## config.mk

```make
export PLATFORM = sky130hd
export DESIGN_NAME = eits_top
export DESIGN_NICKNAME = d
export VERILOG_FILES = /design/src/include/eits_pkg.sv /design/src/include/eits_chan_if.sv /design/src/rtl/eits_sync.sv /design/src/rtl/eits_chan.sv /design/src/rtl/eits_top.sv
export SDC_FILE = /design/constraint.sdc
export NUM_CORES = 1
export LEC_CHECK = 0
export ABC_AREA = 1
export BUFFER_PORTS_ARGS = -buffer_cell sky130_fd_sc_hd__buf_2
export CAP_MARGIN = 20
export CORE_MARGIN = 10
export CORE_UTILIZATION = 50
export DETAILED_ROUTE_END_ITERATION = 12
export GPL_ROUTABILITY_DRIVEN = 0
export HOLD_SLACK_MARGIN = 0.15
export PLACE_DENSITY_LB_ADDON = 0.2
export SLEW_MARGIN = 5
export SYNTH_ARGS = -nofsm -noshare
export SYNTH_HDL_FRONTEND = slang
export SYNTH_SLANG_ARGS = --single-unit
```

## constraint.sdc

```tcl
create_clock -name sys_clk -period 1.6 [get_ports sys_clk]
set_input_delay 0.08 -clock sys_clk [delete_from_list [all_inputs] [get_ports sys_clk]]
set_output_delay 0.08 -clock sys_clk [all_outputs]
set_load 0.01 [all_outputs]
```

## src/include/eits_pkg.sv

```systemverilog
// Constants for the external interrupt edge time-stamp unit.
// Assumes a 16-bit register view carried on a 32-bit Wishbone data bus.
package eits_pkg;
	// Register indices as word addresses; byte address is index times four
	localparam logic [15:0] EITS_IDX_IRQ1_CTRL  = 16'h7070;
	localparam logic [15:0] EITS_IDX_IRQ2_CTRL  = 16'h7071;
	localparam logic [15:0] EITS_IDX_NMI_CTRL   = 16'h7077;
	localparam logic [15:0] EITS_IDX_IRQ1_STAMP = 16'h7078;
	localparam logic [15:0] EITS_IDX_IRQ2_STAMP = 16'h7079;
	localparam logic [15:0] EITS_IDX_NMI_STAMP  = 16'h707f;
	localparam logic [15:0] EITS_IDX_IRQ_STATUS = 16'h7080;
	localparam logic [15:0] EITS_IDX_IRQ_MASK   = 16'h7081;
	// Control register fields
	localparam int          EITS_BIT_ENABLE     = 0;
	localparam int          EITS_BIT_SELECT     = 1;
	localparam int          EITS_BIT_POLARITY   = 2;
	localparam int          EITS_CTRL_W         = 3;
	localparam logic [2:0]  EITS_CTRL_RST       = 3'h0;
	localparam logic [2:0]  EITS_XINT_CTRL_MASK = 3'h5;
	localparam logic [2:0]  EITS_NMI_CTRL_MASK  = 3'h7;
	// Counter and source count
	localparam int          EITS_CNT_W          = 16;
	localparam logic [15:0] EITS_CNT_RST        = 16'h0000;
	localparam int          EITS_NSRC           = 3;
	localparam logic [2:0]  EITS_STAT_RST       = 3'h0;
	// Source indices
	localparam int          EITS_SRC_A          = 0;
	localparam int          EITS_SRC_B          = 1;
	localparam int          EITS_SRC_NMI        = 2;
endpackage : eits_pkg

```

## src/include/eits_chan_if.sv

```systemverilog
// Bundle between the top and one edge channel.
// Assumes one system clock shared by both ends.
`timescale 1ns/10ps
interface eits_chan_if;
	logic        pin;
	logic        enable;
	logic        polarity;
	logic        edge_pulse;
	logic [15:0] count;
	// Top side drives pin and control, reads results
	modport ctrl (output pin, output enable, output polarity, input edge_pulse, input count);
	// Channel side
	modport chan (input pin, input enable, input polarity, output edge_pulse, output count);
endinterface : eits_chan_if

```

## src/rtl/eits_sync.sv

```systemverilog
// Two-flop synchroniser for one asynchronous pin.
// Assumes the pin is free of glitches shorter than a clock period.
`timescale 1ns/10ps
module eits_sync (
	// Clock and reset
	input  wire logic sys_clk,
	input  wire logic rst,
	// Pin and synchronised level
	input  wire logic async_in,
	output logic      sync_out
);
	logic meta_r;

	// First stage feeds only the second
	always_ff @(posedge sys_clk) begin
		if (rst) begin
			meta_r   <= 1'b0;
			sync_out <= 1'b0;
		end else begin
			meta_r   <= async_in;
			sync_out <= meta_r;
		end
	end
endmodule : eits_sync

```

## src/rtl/eits_chan.sv

```systemverilog
// One input channel: synchroniser, edge detect, time-stamp counter.
// Assumes control bits come from registers in the same clock domain.
`timescale 1ns/10ps
module eits_chan (
	// Clock and reset
	input  wire logic sys_clk,
	input  wire logic rst,
	// Channel bundle
	eits_chan_if.chan ch
);
	logic                          pin_s;
	logic                          prev_r;
	logic [eits_pkg::EITS_CNT_W-1:0] cnt_r;
	logic                          rise;
	logic                          fall;
	logic                          hit;

	eits_sync u_sync (
		.sys_clk  (sys_clk),
		.rst      (rst),
		.async_in (ch.pin),
		.sync_out (pin_s)
	);

	// Edge qualification against chosen polarity
	assign rise = pin_s & ~prev_r;
	assign fall = ~pin_s & prev_r;
	assign hit  = ch.polarity ? rise : fall;

	// Previous sample and counter
	always_ff @(posedge sys_clk) begin
		if (rst) begin
			prev_r <= 1'b0;
			cnt_r  <= eits_pkg::EITS_CNT_RST;
		end else begin
			prev_r <= pin_s;
			if (ch.enable && hit)
				cnt_r <= eits_pkg::EITS_CNT_RST;
			else if (ch.enable)
				cnt_r <= cnt_r + 16'h0001;
		end
	end

	assign ch.count      = cnt_r;
	assign ch.edge_pulse = ch.enable & hit;
endmodule : eits_chan

```

## src/rtl/eits_top.sv

```systemverilog
// External interrupt unit with per-pin edge time-stamp counters.
// Assumes a classic Wishbone master on sys_clk and asynchronous pins.
//
// The Wishbone slave port and the address map were left to the implementer.
`timescale 1ns/10ps
////////////////////////////////////////////////////////////////////////////////
// Overview of operation
// - Bit 0 of each maskable control register enables that pin interrupt.
// - Bit 2 of every control register picks rising (1) or falling (0) edges.
// - Bit 0 of the non-maskable control register enables that interrupt.
// - Bit 1 of the non-maskable control register routes line thirteen from pin or timer.
// - Unused control bits always read as zero.
// - Each input owns a 16-bit counter advancing every clock while its input is enabled.
// - A valid edge clears the counter, which then resumes counting.
// - Only the selected edge polarity clears the counter.
// - A disabled input holds its counter.
// - The counter wraps from all ones to zero.
// - Counters are read-only and cleared only by valid edge or reset.
// - Control registers sit at word addresses 7070, 7071 and 7077.
// - Counters sit at word addresses 7078, 7079 and 707f.
module eits_top (
	// Clock and reset
	input  wire logic        sys_clk,
	input  wire logic        rst,
	// Wishbone slave
	input  wire logic        wb_cyc_i,
	input  wire logic        wb_stb_i,
	input  wire logic        wb_we_i,
	input  wire logic [17:0] wb_adr_i,
	input  wire logic [3:0]  wb_sel_i,
	input  wire logic [31:0] wb_dat_i,
	output logic      [31:0] wb_dat_o,
	output logic             wb_ack_o,
	output logic             wb_err_o,
	// Interrupt pins
	input  wire logic        ext_irq_pin_a,
	input  wire logic        ext_irq_pin_b,
	input  wire logic        nonmaskable_pin,
	// Timer source for line thirteen
	input  wire logic        timer1_irq,
	// Requests toward the CPU
	output logic             ext_irq_a_req,
	output logic             ext_irq_b_req,
	output logic             nonmaskable_req,
	output logic             cpu_irq_line_thirteen,
	// Summary interrupt
	output logic             irq
);
	////////////////////////////////////////////////////////////////////////
	// Registers and wires
	logic [2:0]  ext_irq1_control_r;
	logic [2:0]  ext_irq2_control_r;
	logic [2:0]  nonmaskable_pin_control_r;
	logic [2:0]  irq_status_r;
	logic [2:0]  irq_mask_r;
	logic        ack_r;
	logic        err_r;
	logic [31:0] dat_r;
	logic [15:0] word_idx;
	logic        req;
	logic        wr_lo;
	logic        hit_c1;
	logic        hit_c2;
	logic        hit_cn;
	logic        hit_t1;
	logic        hit_t2;
	logic        hit_tn;
	logic        hit_st;
	logic        hit_mk;
	logic        mapped;
	logic [2:0]  wr_bits;
	logic [2:0]  edges;
	logic [31:0] rd_mux;

	// Write strobes and bus next values
	logic        wr_c1;
	logic        wr_c2;
	logic        wr_cn;
	logic        wr_st;
	logic        wr_mk;
	logic        rd_en;
	logic        ack_nxt;
	logic        err_nxt;
	logic [31:0] dat_nxt;

	// Read words
	logic [31:0] rd_c1;
	logic [31:0] rd_c2;
	logic [31:0] rd_cn;
	logic [31:0] rd_t1;
	logic [31:0] rd_t2;
	logic [31:0] rd_tn;
	logic [31:0] rd_st;
	logic [31:0] rd_mk;

	// Control and status next values
	logic [2:0]  ctrl_a_nxt;
	logic [2:0]  ctrl_b_nxt;
	logic [2:0]  ctrl_n_nxt;
	logic [2:0]  irq_status_nxt;
	logic [2:0]  irq_pending;
	logic        line_sel;

	// Decode groups
	logic        hit_ctrl;
	logic        hit_stamp;
	logic        hit_own;

	////////////////////////////////////////////////////////////////////////
	// Channel bundles
	eits_chan_if ch_a ();
	eits_chan_if ch_b ();
	eits_chan_if ch_n ();
	// One bundle per input; the channel drives pulse and count,
	// this level drives the pin and the two control bits

	////////////////////////////////////////////////////////////////////////
	// Channels
	// Pin a: maskable input
	// A disabled channel still tracks its pin, so enabling gives no false edge
	assign ch_a.pin      = ext_irq_pin_a;
	assign ch_a.enable   = ext_irq1_control_r[eits_pkg::EITS_BIT_ENABLE];
	assign ch_a.polarity = ext_irq1_control_r[eits_pkg::EITS_BIT_POLARITY];

	// Pin b: maskable input
	assign ch_b.pin      = ext_irq_pin_b;
	assign ch_b.enable   = ext_irq2_control_r[eits_pkg::EITS_BIT_ENABLE];
	assign ch_b.polarity = ext_irq2_control_r[eits_pkg::EITS_BIT_POLARITY];

	// Nonmaskable input
	assign ch_n.pin      = nonmaskable_pin;
	assign ch_n.enable   = nonmaskable_pin_control_r[eits_pkg::EITS_BIT_ENABLE];
	assign ch_n.polarity = nonmaskable_pin_control_r[eits_pkg::EITS_BIT_POLARITY];

	// Channel a
	eits_chan u_chan_a (
		.sys_clk (sys_clk),
		.rst     (rst),
		.ch      (ch_a)
	);

	// Channel b
	eits_chan u_chan_b (
		.sys_clk (sys_clk),
		.rst     (rst),
		.ch      (ch_b)
	);

	// Nonmaskable channel
	eits_chan u_chan_n (
		.sys_clk (sys_clk),
		.rst     (rst),
		.ch      (ch_n)
	);

	////////////////////////////////////////////////////////////////////////
	// Request outputs and line thirteen routing
	// A pin change reaches the synchroniser output two edges later and is
	// qualified against the previous sample in the cycle after; the request
	// pulse lasts that one cycle and the counter reads zero after it
	assign ext_irq_a_req   = ch_a.edge_pulse;
	assign ext_irq_b_req   = ch_b.edge_pulse;
	assign nonmaskable_req = ch_n.edge_pulse;

	// Line thirteen: nonmaskable pulse when selected, timer otherwise
	// Timer level passes straight through, with no qualification
	assign line_sel = nonmaskable_pin_control_r[eits_pkg::EITS_BIT_SELECT];
	assign cpu_irq_line_thirteen = line_sel ? ch_n.edge_pulse : timer1_irq;

	// Edge pulses feed the sticky status
	assign edges = {ch_n.edge_pulse, ch_b.edge_pulse, ch_a.edge_pulse};

	////////////////////////////////////////////////////////////////////////
	// Address decode
	// Byte address in, word index from bits 17 down to 2
	// Register map by word index:
	//   7070  control, pin a (enable, polarity)
	//   7071  control, pin b (enable, polarity)
	//   7077  control, nonmaskable (enable, select, polarity)
	//   7078  time stamp, pin a (read only)
	//   7079  time stamp, pin b (read only)
	//   707f  time stamp, nonmaskable (read only)
	//   7080  sticky status, write one to clear
	//   7081  interrupt mask
	// Any other index answers with err and changes nothing
	assign word_idx = wb_adr_i[17:2];
	assign req      = wb_cyc_i & wb_stb_i & ~ack_r & ~err_r;
	assign rd_en    = req & ~wb_we_i;
	// Only byte lane zero carries control bits; without it a write is dropped
	// Write lands at the edge where the master samples ack, request still held
	assign wr_lo    = wb_cyc_i & wb_stb_i & wb_we_i & wb_sel_i[0] & ack_r;
	assign hit_c1   = word_idx == eits_pkg::EITS_IDX_IRQ1_CTRL;
	assign hit_c2   = word_idx == eits_pkg::EITS_IDX_IRQ2_CTRL;
	assign hit_cn   = word_idx == eits_pkg::EITS_IDX_NMI_CTRL;
	assign hit_t1   = word_idx == eits_pkg::EITS_IDX_IRQ1_STAMP;
	assign hit_t2   = word_idx == eits_pkg::EITS_IDX_IRQ2_STAMP;
	assign hit_tn   = word_idx == eits_pkg::EITS_IDX_NMI_STAMP;
	assign hit_st   = word_idx == eits_pkg::EITS_IDX_IRQ_STATUS;
	assign hit_mk   = word_idx == eits_pkg::EITS_IDX_IRQ_MASK;

	// Decode groups; anything else is unmapped
	assign hit_ctrl  = hit_c1 | hit_c2 | hit_cn;
	assign hit_stamp = hit_t1 | hit_t2 | hit_tn;
	assign hit_own   = hit_st | hit_mk;
	assign mapped    = hit_ctrl | hit_stamp | hit_own;
	assign wr_bits   = wb_dat_i[2:0];

	// Per-register write strobes, none for the time stamps
	assign wr_c1    = wr_lo & hit_c1;
	assign wr_c2    = wr_lo & hit_c2;
	assign wr_cn    = wr_lo & hit_cn;
	assign wr_st    = wr_lo & hit_st;
	assign wr_mk    = wr_lo & hit_mk;

	// Read words, unused bits zero
	// Counters read live: a read shows the count at the taking edge
	assign rd_c1 = {29'h0, ext_irq1_control_r};
	assign rd_c2 = {29'h0, ext_irq2_control_r};
	assign rd_cn = {29'h0, nonmaskable_pin_control_r};
	assign rd_t1 = {16'h0, ch_a.count};
	assign rd_t2 = {16'h0, ch_b.count};
	assign rd_tn = {16'h0, ch_n.count};
	assign rd_st = {29'h0, irq_status_r};
	assign rd_mk = {29'h0, irq_mask_r};

	// Read selection by decoded index
	assign rd_mux =
		hit_c1 ? rd_c1 :
		hit_c2 ? rd_c2 :
		hit_cn ? rd_cn :
		hit_t1 ? rd_t1 :
		hit_t2 ? rd_t2 :
		hit_tn ? rd_tn :
		hit_st ? rd_st :
		hit_mk ? rd_mk : 32'h0;

	////////////////////////////////////////////////////////////////////////
	// Bus answer, one wait state
	// Taken at the first edge with cyc and stb high and no answer pending
	// Ack or err then stands for exactly one cycle
	// Read data stands only with ack, zero otherwise
	// Back-to-back requests need the answer cycle between them
	assign ack_nxt = req & mapped;
	assign err_nxt = req & ~mapped;
	assign dat_nxt = (rd_en & mapped) ? rd_mux : 32'h0;

	// Acknowledge for mapped indices
	always_ff @(posedge sys_clk) begin
		if (rst)
			ack_r <= 1'b0;
		else
			ack_r <= ack_nxt;
	end

	// Error for unmapped indices, no side effect
	always_ff @(posedge sys_clk) begin
		if (rst)
			err_r <= 1'b0;
		else
			err_r <= err_nxt;
	end

	// Read data register
	always_ff @(posedge sys_clk) begin
		if (rst)
			dat_r <= 32'h0;
		else
			dat_r <= dat_nxt;
	end

	// Bus outputs straight from flip-flops
	assign wb_ack_o = ack_r;
	assign wb_err_o = err_r;
	assign wb_dat_o = dat_r;

	////////////////////////////////////////////////////////////////////////
	// Control registers; counters take no writes
	// After reset all inputs are disabled, falling edges selected
	// and line thirteen follows the timer
	// Next values keep only implemented bits, reserved bits stay zero
	assign ctrl_a_nxt = wr_bits & eits_pkg::EITS_XINT_CTRL_MASK;
	assign ctrl_b_nxt = wr_bits & eits_pkg::EITS_XINT_CTRL_MASK;
	assign ctrl_n_nxt = wr_bits & eits_pkg::EITS_NMI_CTRL_MASK;

	// Pin a control: enable, polarity
	// Enable gates both the request and the counter of pin a
	always_ff @(posedge sys_clk) begin
		if (rst)
			ext_irq1_control_r <= eits_pkg::EITS_CTRL_RST;
		else if (wr_c1)
			ext_irq1_control_r <= ctrl_a_nxt;
	end

	// Pin b control: enable, polarity
	// Enable gates both the request and the counter of pin b
	always_ff @(posedge sys_clk) begin
		if (rst)
			ext_irq2_control_r <= eits_pkg::EITS_CTRL_RST;
		else if (wr_c2)
			ext_irq2_control_r <= ctrl_b_nxt;
	end

	// Nonmaskable control: enable, select, polarity
	// Select only steers line thirteen; the request output is unaffected
	always_ff @(posedge sys_clk) begin
		if (rst)
			nonmaskable_pin_control_r <= eits_pkg::EITS_CTRL_RST;
		else if (wr_cn)
			nonmaskable_pin_control_r <= ctrl_n_nxt;
	end

	// Interrupt mask: bit 0 pin a, bit 1 pin b, bit 2 nonmaskable
	// Masking hides a bit from irq but leaves it readable
	always_ff @(posedge sys_clk) begin
		if (rst)
			irq_mask_r <= eits_pkg::EITS_STAT_RST;
		else if (wr_mk)
			irq_mask_r <= wr_bits;
	end

	////////////////////////////////////////////////////////////////////////
	// Sticky status, set wins over write-one clear
	// Bits set only on enabled qualified edges
	// An edge in the cycle of its own clear keeps the bit set,
	// so software never loses an event that raced the write
	for (genvar s = 0; s < eits_pkg::EITS_NSRC; s++) begin : g_status
		assign irq_status_nxt[s] = edges[s] | (irq_status_r[s] & ~(wr_st & wr_bits[s]));
	end

	// Status register
	always_ff @(posedge sys_clk) begin
		if (rst)
			irq_status_r <= eits_pkg::EITS_STAT_RST;
		else
			irq_status_r <= irq_status_nxt;
	end

	////////////////////////////////////////////////////////////////////////
	// Level interrupt from unmasked status bits
	// Stays high until software clears or masks every pending bit
	assign irq_pending = irq_status_r & irq_mask_r;
	assign irq         = |irq_pending;
endmodule : eits_top

```

==> metrics <==
status=complete, no violations; Setup CP Type=flip-flop to flip-flop; Tot Pwr=0.00402 W; CTS tree=yes; share of post-route cells with drive strength above 1=0.232; # IOs=102; min cycle time layout=1.52 ns; vias per cell=5.14; ANT nets after route=0; TritonCTS buffer count=9; wire per inst=13.7 um; gr ovfl total=0; Fillers=798; first-pass GRT wire length=19.3 mm; critical path required time=1.90 ns; Worst Min Path Start=wb_adr_i[13]; most frequent cells in the layout=92 x inv_1, 90 x nand2_1, 82 x nor2_1, 82 x dfxtp_1, 51 x buf_2; DRT iter0 DRCs=287; die area=13200 um2; Mapped Area=4520 um2; largest net degree at the start of global routing=17; Crit. End Element=flip-flop; Final Hold Fails=0; clk slew on worst S/H paths=0.09 ns; cells on worst reg2reg path=9; Area after DPL=5050 um2; f_max=656 MHz; MaxCap Viol Count=0; pre-CTS WS=-0.0993 ns; Detailed Place HPWL=9.01 mm; critical path's largest stage delay=0.37 ns; PortBufs=51; Reg2Reg Capture Point=u_chan_n.ch.count[15]; Lkg Pwr=2.26 nW; # rows=34; most frequently used flop master after synthesis=dfxtp_1; antenna fix cells=0; register area=1770 um2; Design Area, Final=5450 um2; critical path, cell by cell=nand2_1 > inv_1 > nand3_1 > inv_1 > nand3_2 > inv_1 > nand3_1 > or2_2 > a21oi_1; CP max FO=4; vias in the first global route=4221; post-synthesis instance total=641; H-tree level count=3; Worst Path Arrival=1.82 ns; commonest non-fill, non-tap cell in the layout=inv_1; Final Skew=0.0119 ns; hold path cells=6; origin of the critical flop-to-flop path=u_chan_n.ch.count[5]; Final Slew Violations=0; Hold Crit Endpoint=wb_dat_o[0]; most used cell, CP=inv_1; via count=4359; Layout area overhead=20.6%; post-route core utilization=0.622; synthesized flop and latch total=88; Netlist cell types=41; clk_lat worst skew=0.36 ns; fin nets=801; R2R Setup Slk=0.08 ns; Detailed Routing Iterations Pass 1=5; top-area cell type share of the netlist area=0.390; register area share after synthesis=0.390; worst hold path type=primary input to flip-flop; core region area=8760 um2; Initial Util=0.515; EDFF count, synth=0; YS warnings=0; maximum buffer depth of the clock tree=2; Avg Synthesized Cell Area=7.04 um2; Worst path slowest cell=dfxtp_1; peak ir drop on the vdd network=0.413 mV; Async SR Flop Fraction=0; TNS Setup=0 ns; multi-input logic area=2310 um2; Final period util=0.952; Routed WL=11.6 mm; Startpoint Class=flip-flop; # DRC=0; initial antenna violation count=0; Pwr Density=737 nW/um2; CTS sink cnt=88; die width=115 um; GRT Util Overall=0.175; Final WS setup=0.0766 ns; area leader, netlist=dfxtp_1; Synth area leaders=dfxtp_1 39%, inv_1 7.8%, nand2_1 7.6%; die height=115 um; root buffer cell=clkbuf_8; final setup vio count=0
## worst max path at each step
stage                     depth (start not counted)                    end  slack, ns                startpoint
after floorplan                                   8  u_chan_a.ch.count[14]       0.08      u_chan_a.ch.count[0]
after global placement                           10           wb_dat_o[14]      -0.05              wb_adr_i[13]
after global routing                              7  cpu_irq_line_thirteen      -0.07  u_chan_n.u_sync.sync_out
after CTS                                         9  u_chan_a.ch.count[15]       0.02      u_chan_a.ch.count[2]
after detailed placement                         10           wb_dat_o[14]       -0.1              wb_adr_i[11]
final                                             9  u_chan_n.ch.count[15]       0.08      u_chan_n.ch.count[5]
## worst max-delay path: cells and delay by family (launching register included)
kind | cells | cell delay, ns
buffers and inverters | 3 | 0.31
AOI/OAI and AO/OA | 1 | 0.11
and+or+nand+nor | 5 | 0.67
DFF | 1 | 0.37
## area by class of cell
cell class                 instances  share of cell area
clock inverter                     7              0.0142
inverter                         103              0.0712
multi-input combinational        436               0.423
sequential                        88               0.325
clock buffer                       9              0.0227
timing repair buffer              97               0.119
tap                              108              0.0248
## metrics by stage
stage | hold slack (ns) | instances
global placement | 0.278 | 822
global route | 0.229 | 848
finish | 0.183 | 848
CTS | 0.169 | 846
floorplan | 0.187 | 656
detailed placement | 0.289 | 822
## sequential cells by signal, summed over array words and instances, names as in the netlist
register                   count
u_chan_a.u_sync.meta_r         1
wb_dat_o                      16
ext_irq2_control_r             2
wb_err_o                       1
u_chan_b.u_sync.sync_out       1
u_chan_a.ch.count             16
u_chan_n.prev_r                1
u_chan_a.prev_r                1
wb_ack_o                       1
u_chan_b.u_sync.meta_r         1
u_chan_n.u_sync.sync_out       1
u_chan_b.ch.count             16
ext_irq1_control_r             2
u_chan_n.ch.count             16
u_chan_a.u_sync.sync_out       1
u_chan_b.prev_r                1
nonmaskable_pin_control_r      3
irq_mask_r                     3
u_chan_n.u_sync.meta_r         1
irq_status_r                   3
## where the power goes
group,leakage [nW],internal (W),switching (W)
Combinational,1.44,0.0000784,0.000131
Sequential,0.713,0.00220,0.00000397
Clock,0.106,0.000745,0.000862
## cell usage after synthesis (2+ instances only)
| cell | instances |
|---|---|
| nand2_1 | 91 |
| o21ai_1 | 5 |
| o21ai_0 | 38 |
| a211oi_1 | 5 |
| nor4_2 | 2 |
| nand3_1 | 46 |
| nor2_2 | 10 |
| xor2_1 | 11 |
| dfxtp_1 | 88 |
| nor3_1 | 24 |
| nor3_2 | 9 |
| a31oi_1 | 2 |
| nand2_2 | 2 |
| or2_2 | 3 |
| nor2_4 | 4 |
| inv_1 | 94 |
| nand4_1 | 10 |
| o21a_1 | 2 |
| ha_1 | 3 |
| buf_2 | 6 |
| clkinv_1 | 2 |
| nand3_4 | 2 |
| inv_2 | 6 |
| xnor2_1 | 2 |
| a21oi_1 | 47 |
| nor4_1 | 3 |
| clkbuf_1 | 2 |
| nor2_1 | 91 |
| buf_4 | 17 |
| buf_6 | 3 |
## metal layers
metal	GRT usage	share of wire
met3	0.0432	0.058
met1	0.214	0.43
met2	0.297	0.50
met4	0.0487	0.012
met5	0	0
## logic make-up after synthesis
group                    after synthesis  share of synthesized area
AO/OA/AOI/OAI                        102                      0.120
adder cells (fa/ha/maj)                3                    0.00831
flip-flops                            88                      0.390
XOR/XNOR                              13                     0.0252
buffers and inverters                132                      0.131
other                                  1                   0.000830
AND/OR/NAND/NOR                      302                      0.325
## repair_timing
item                                   4_1_cts  5_1_grt
setup endpoints to repair                    1       18
resized for setup                            2       30
pin swaps                                    1        6
endpoints found under the hold margin       17        0
gates cloned                                 0        0
setup buffers                                0        2
hold buffers                                 8        0
Note: power is estimated with default switching activity, not from simulation.
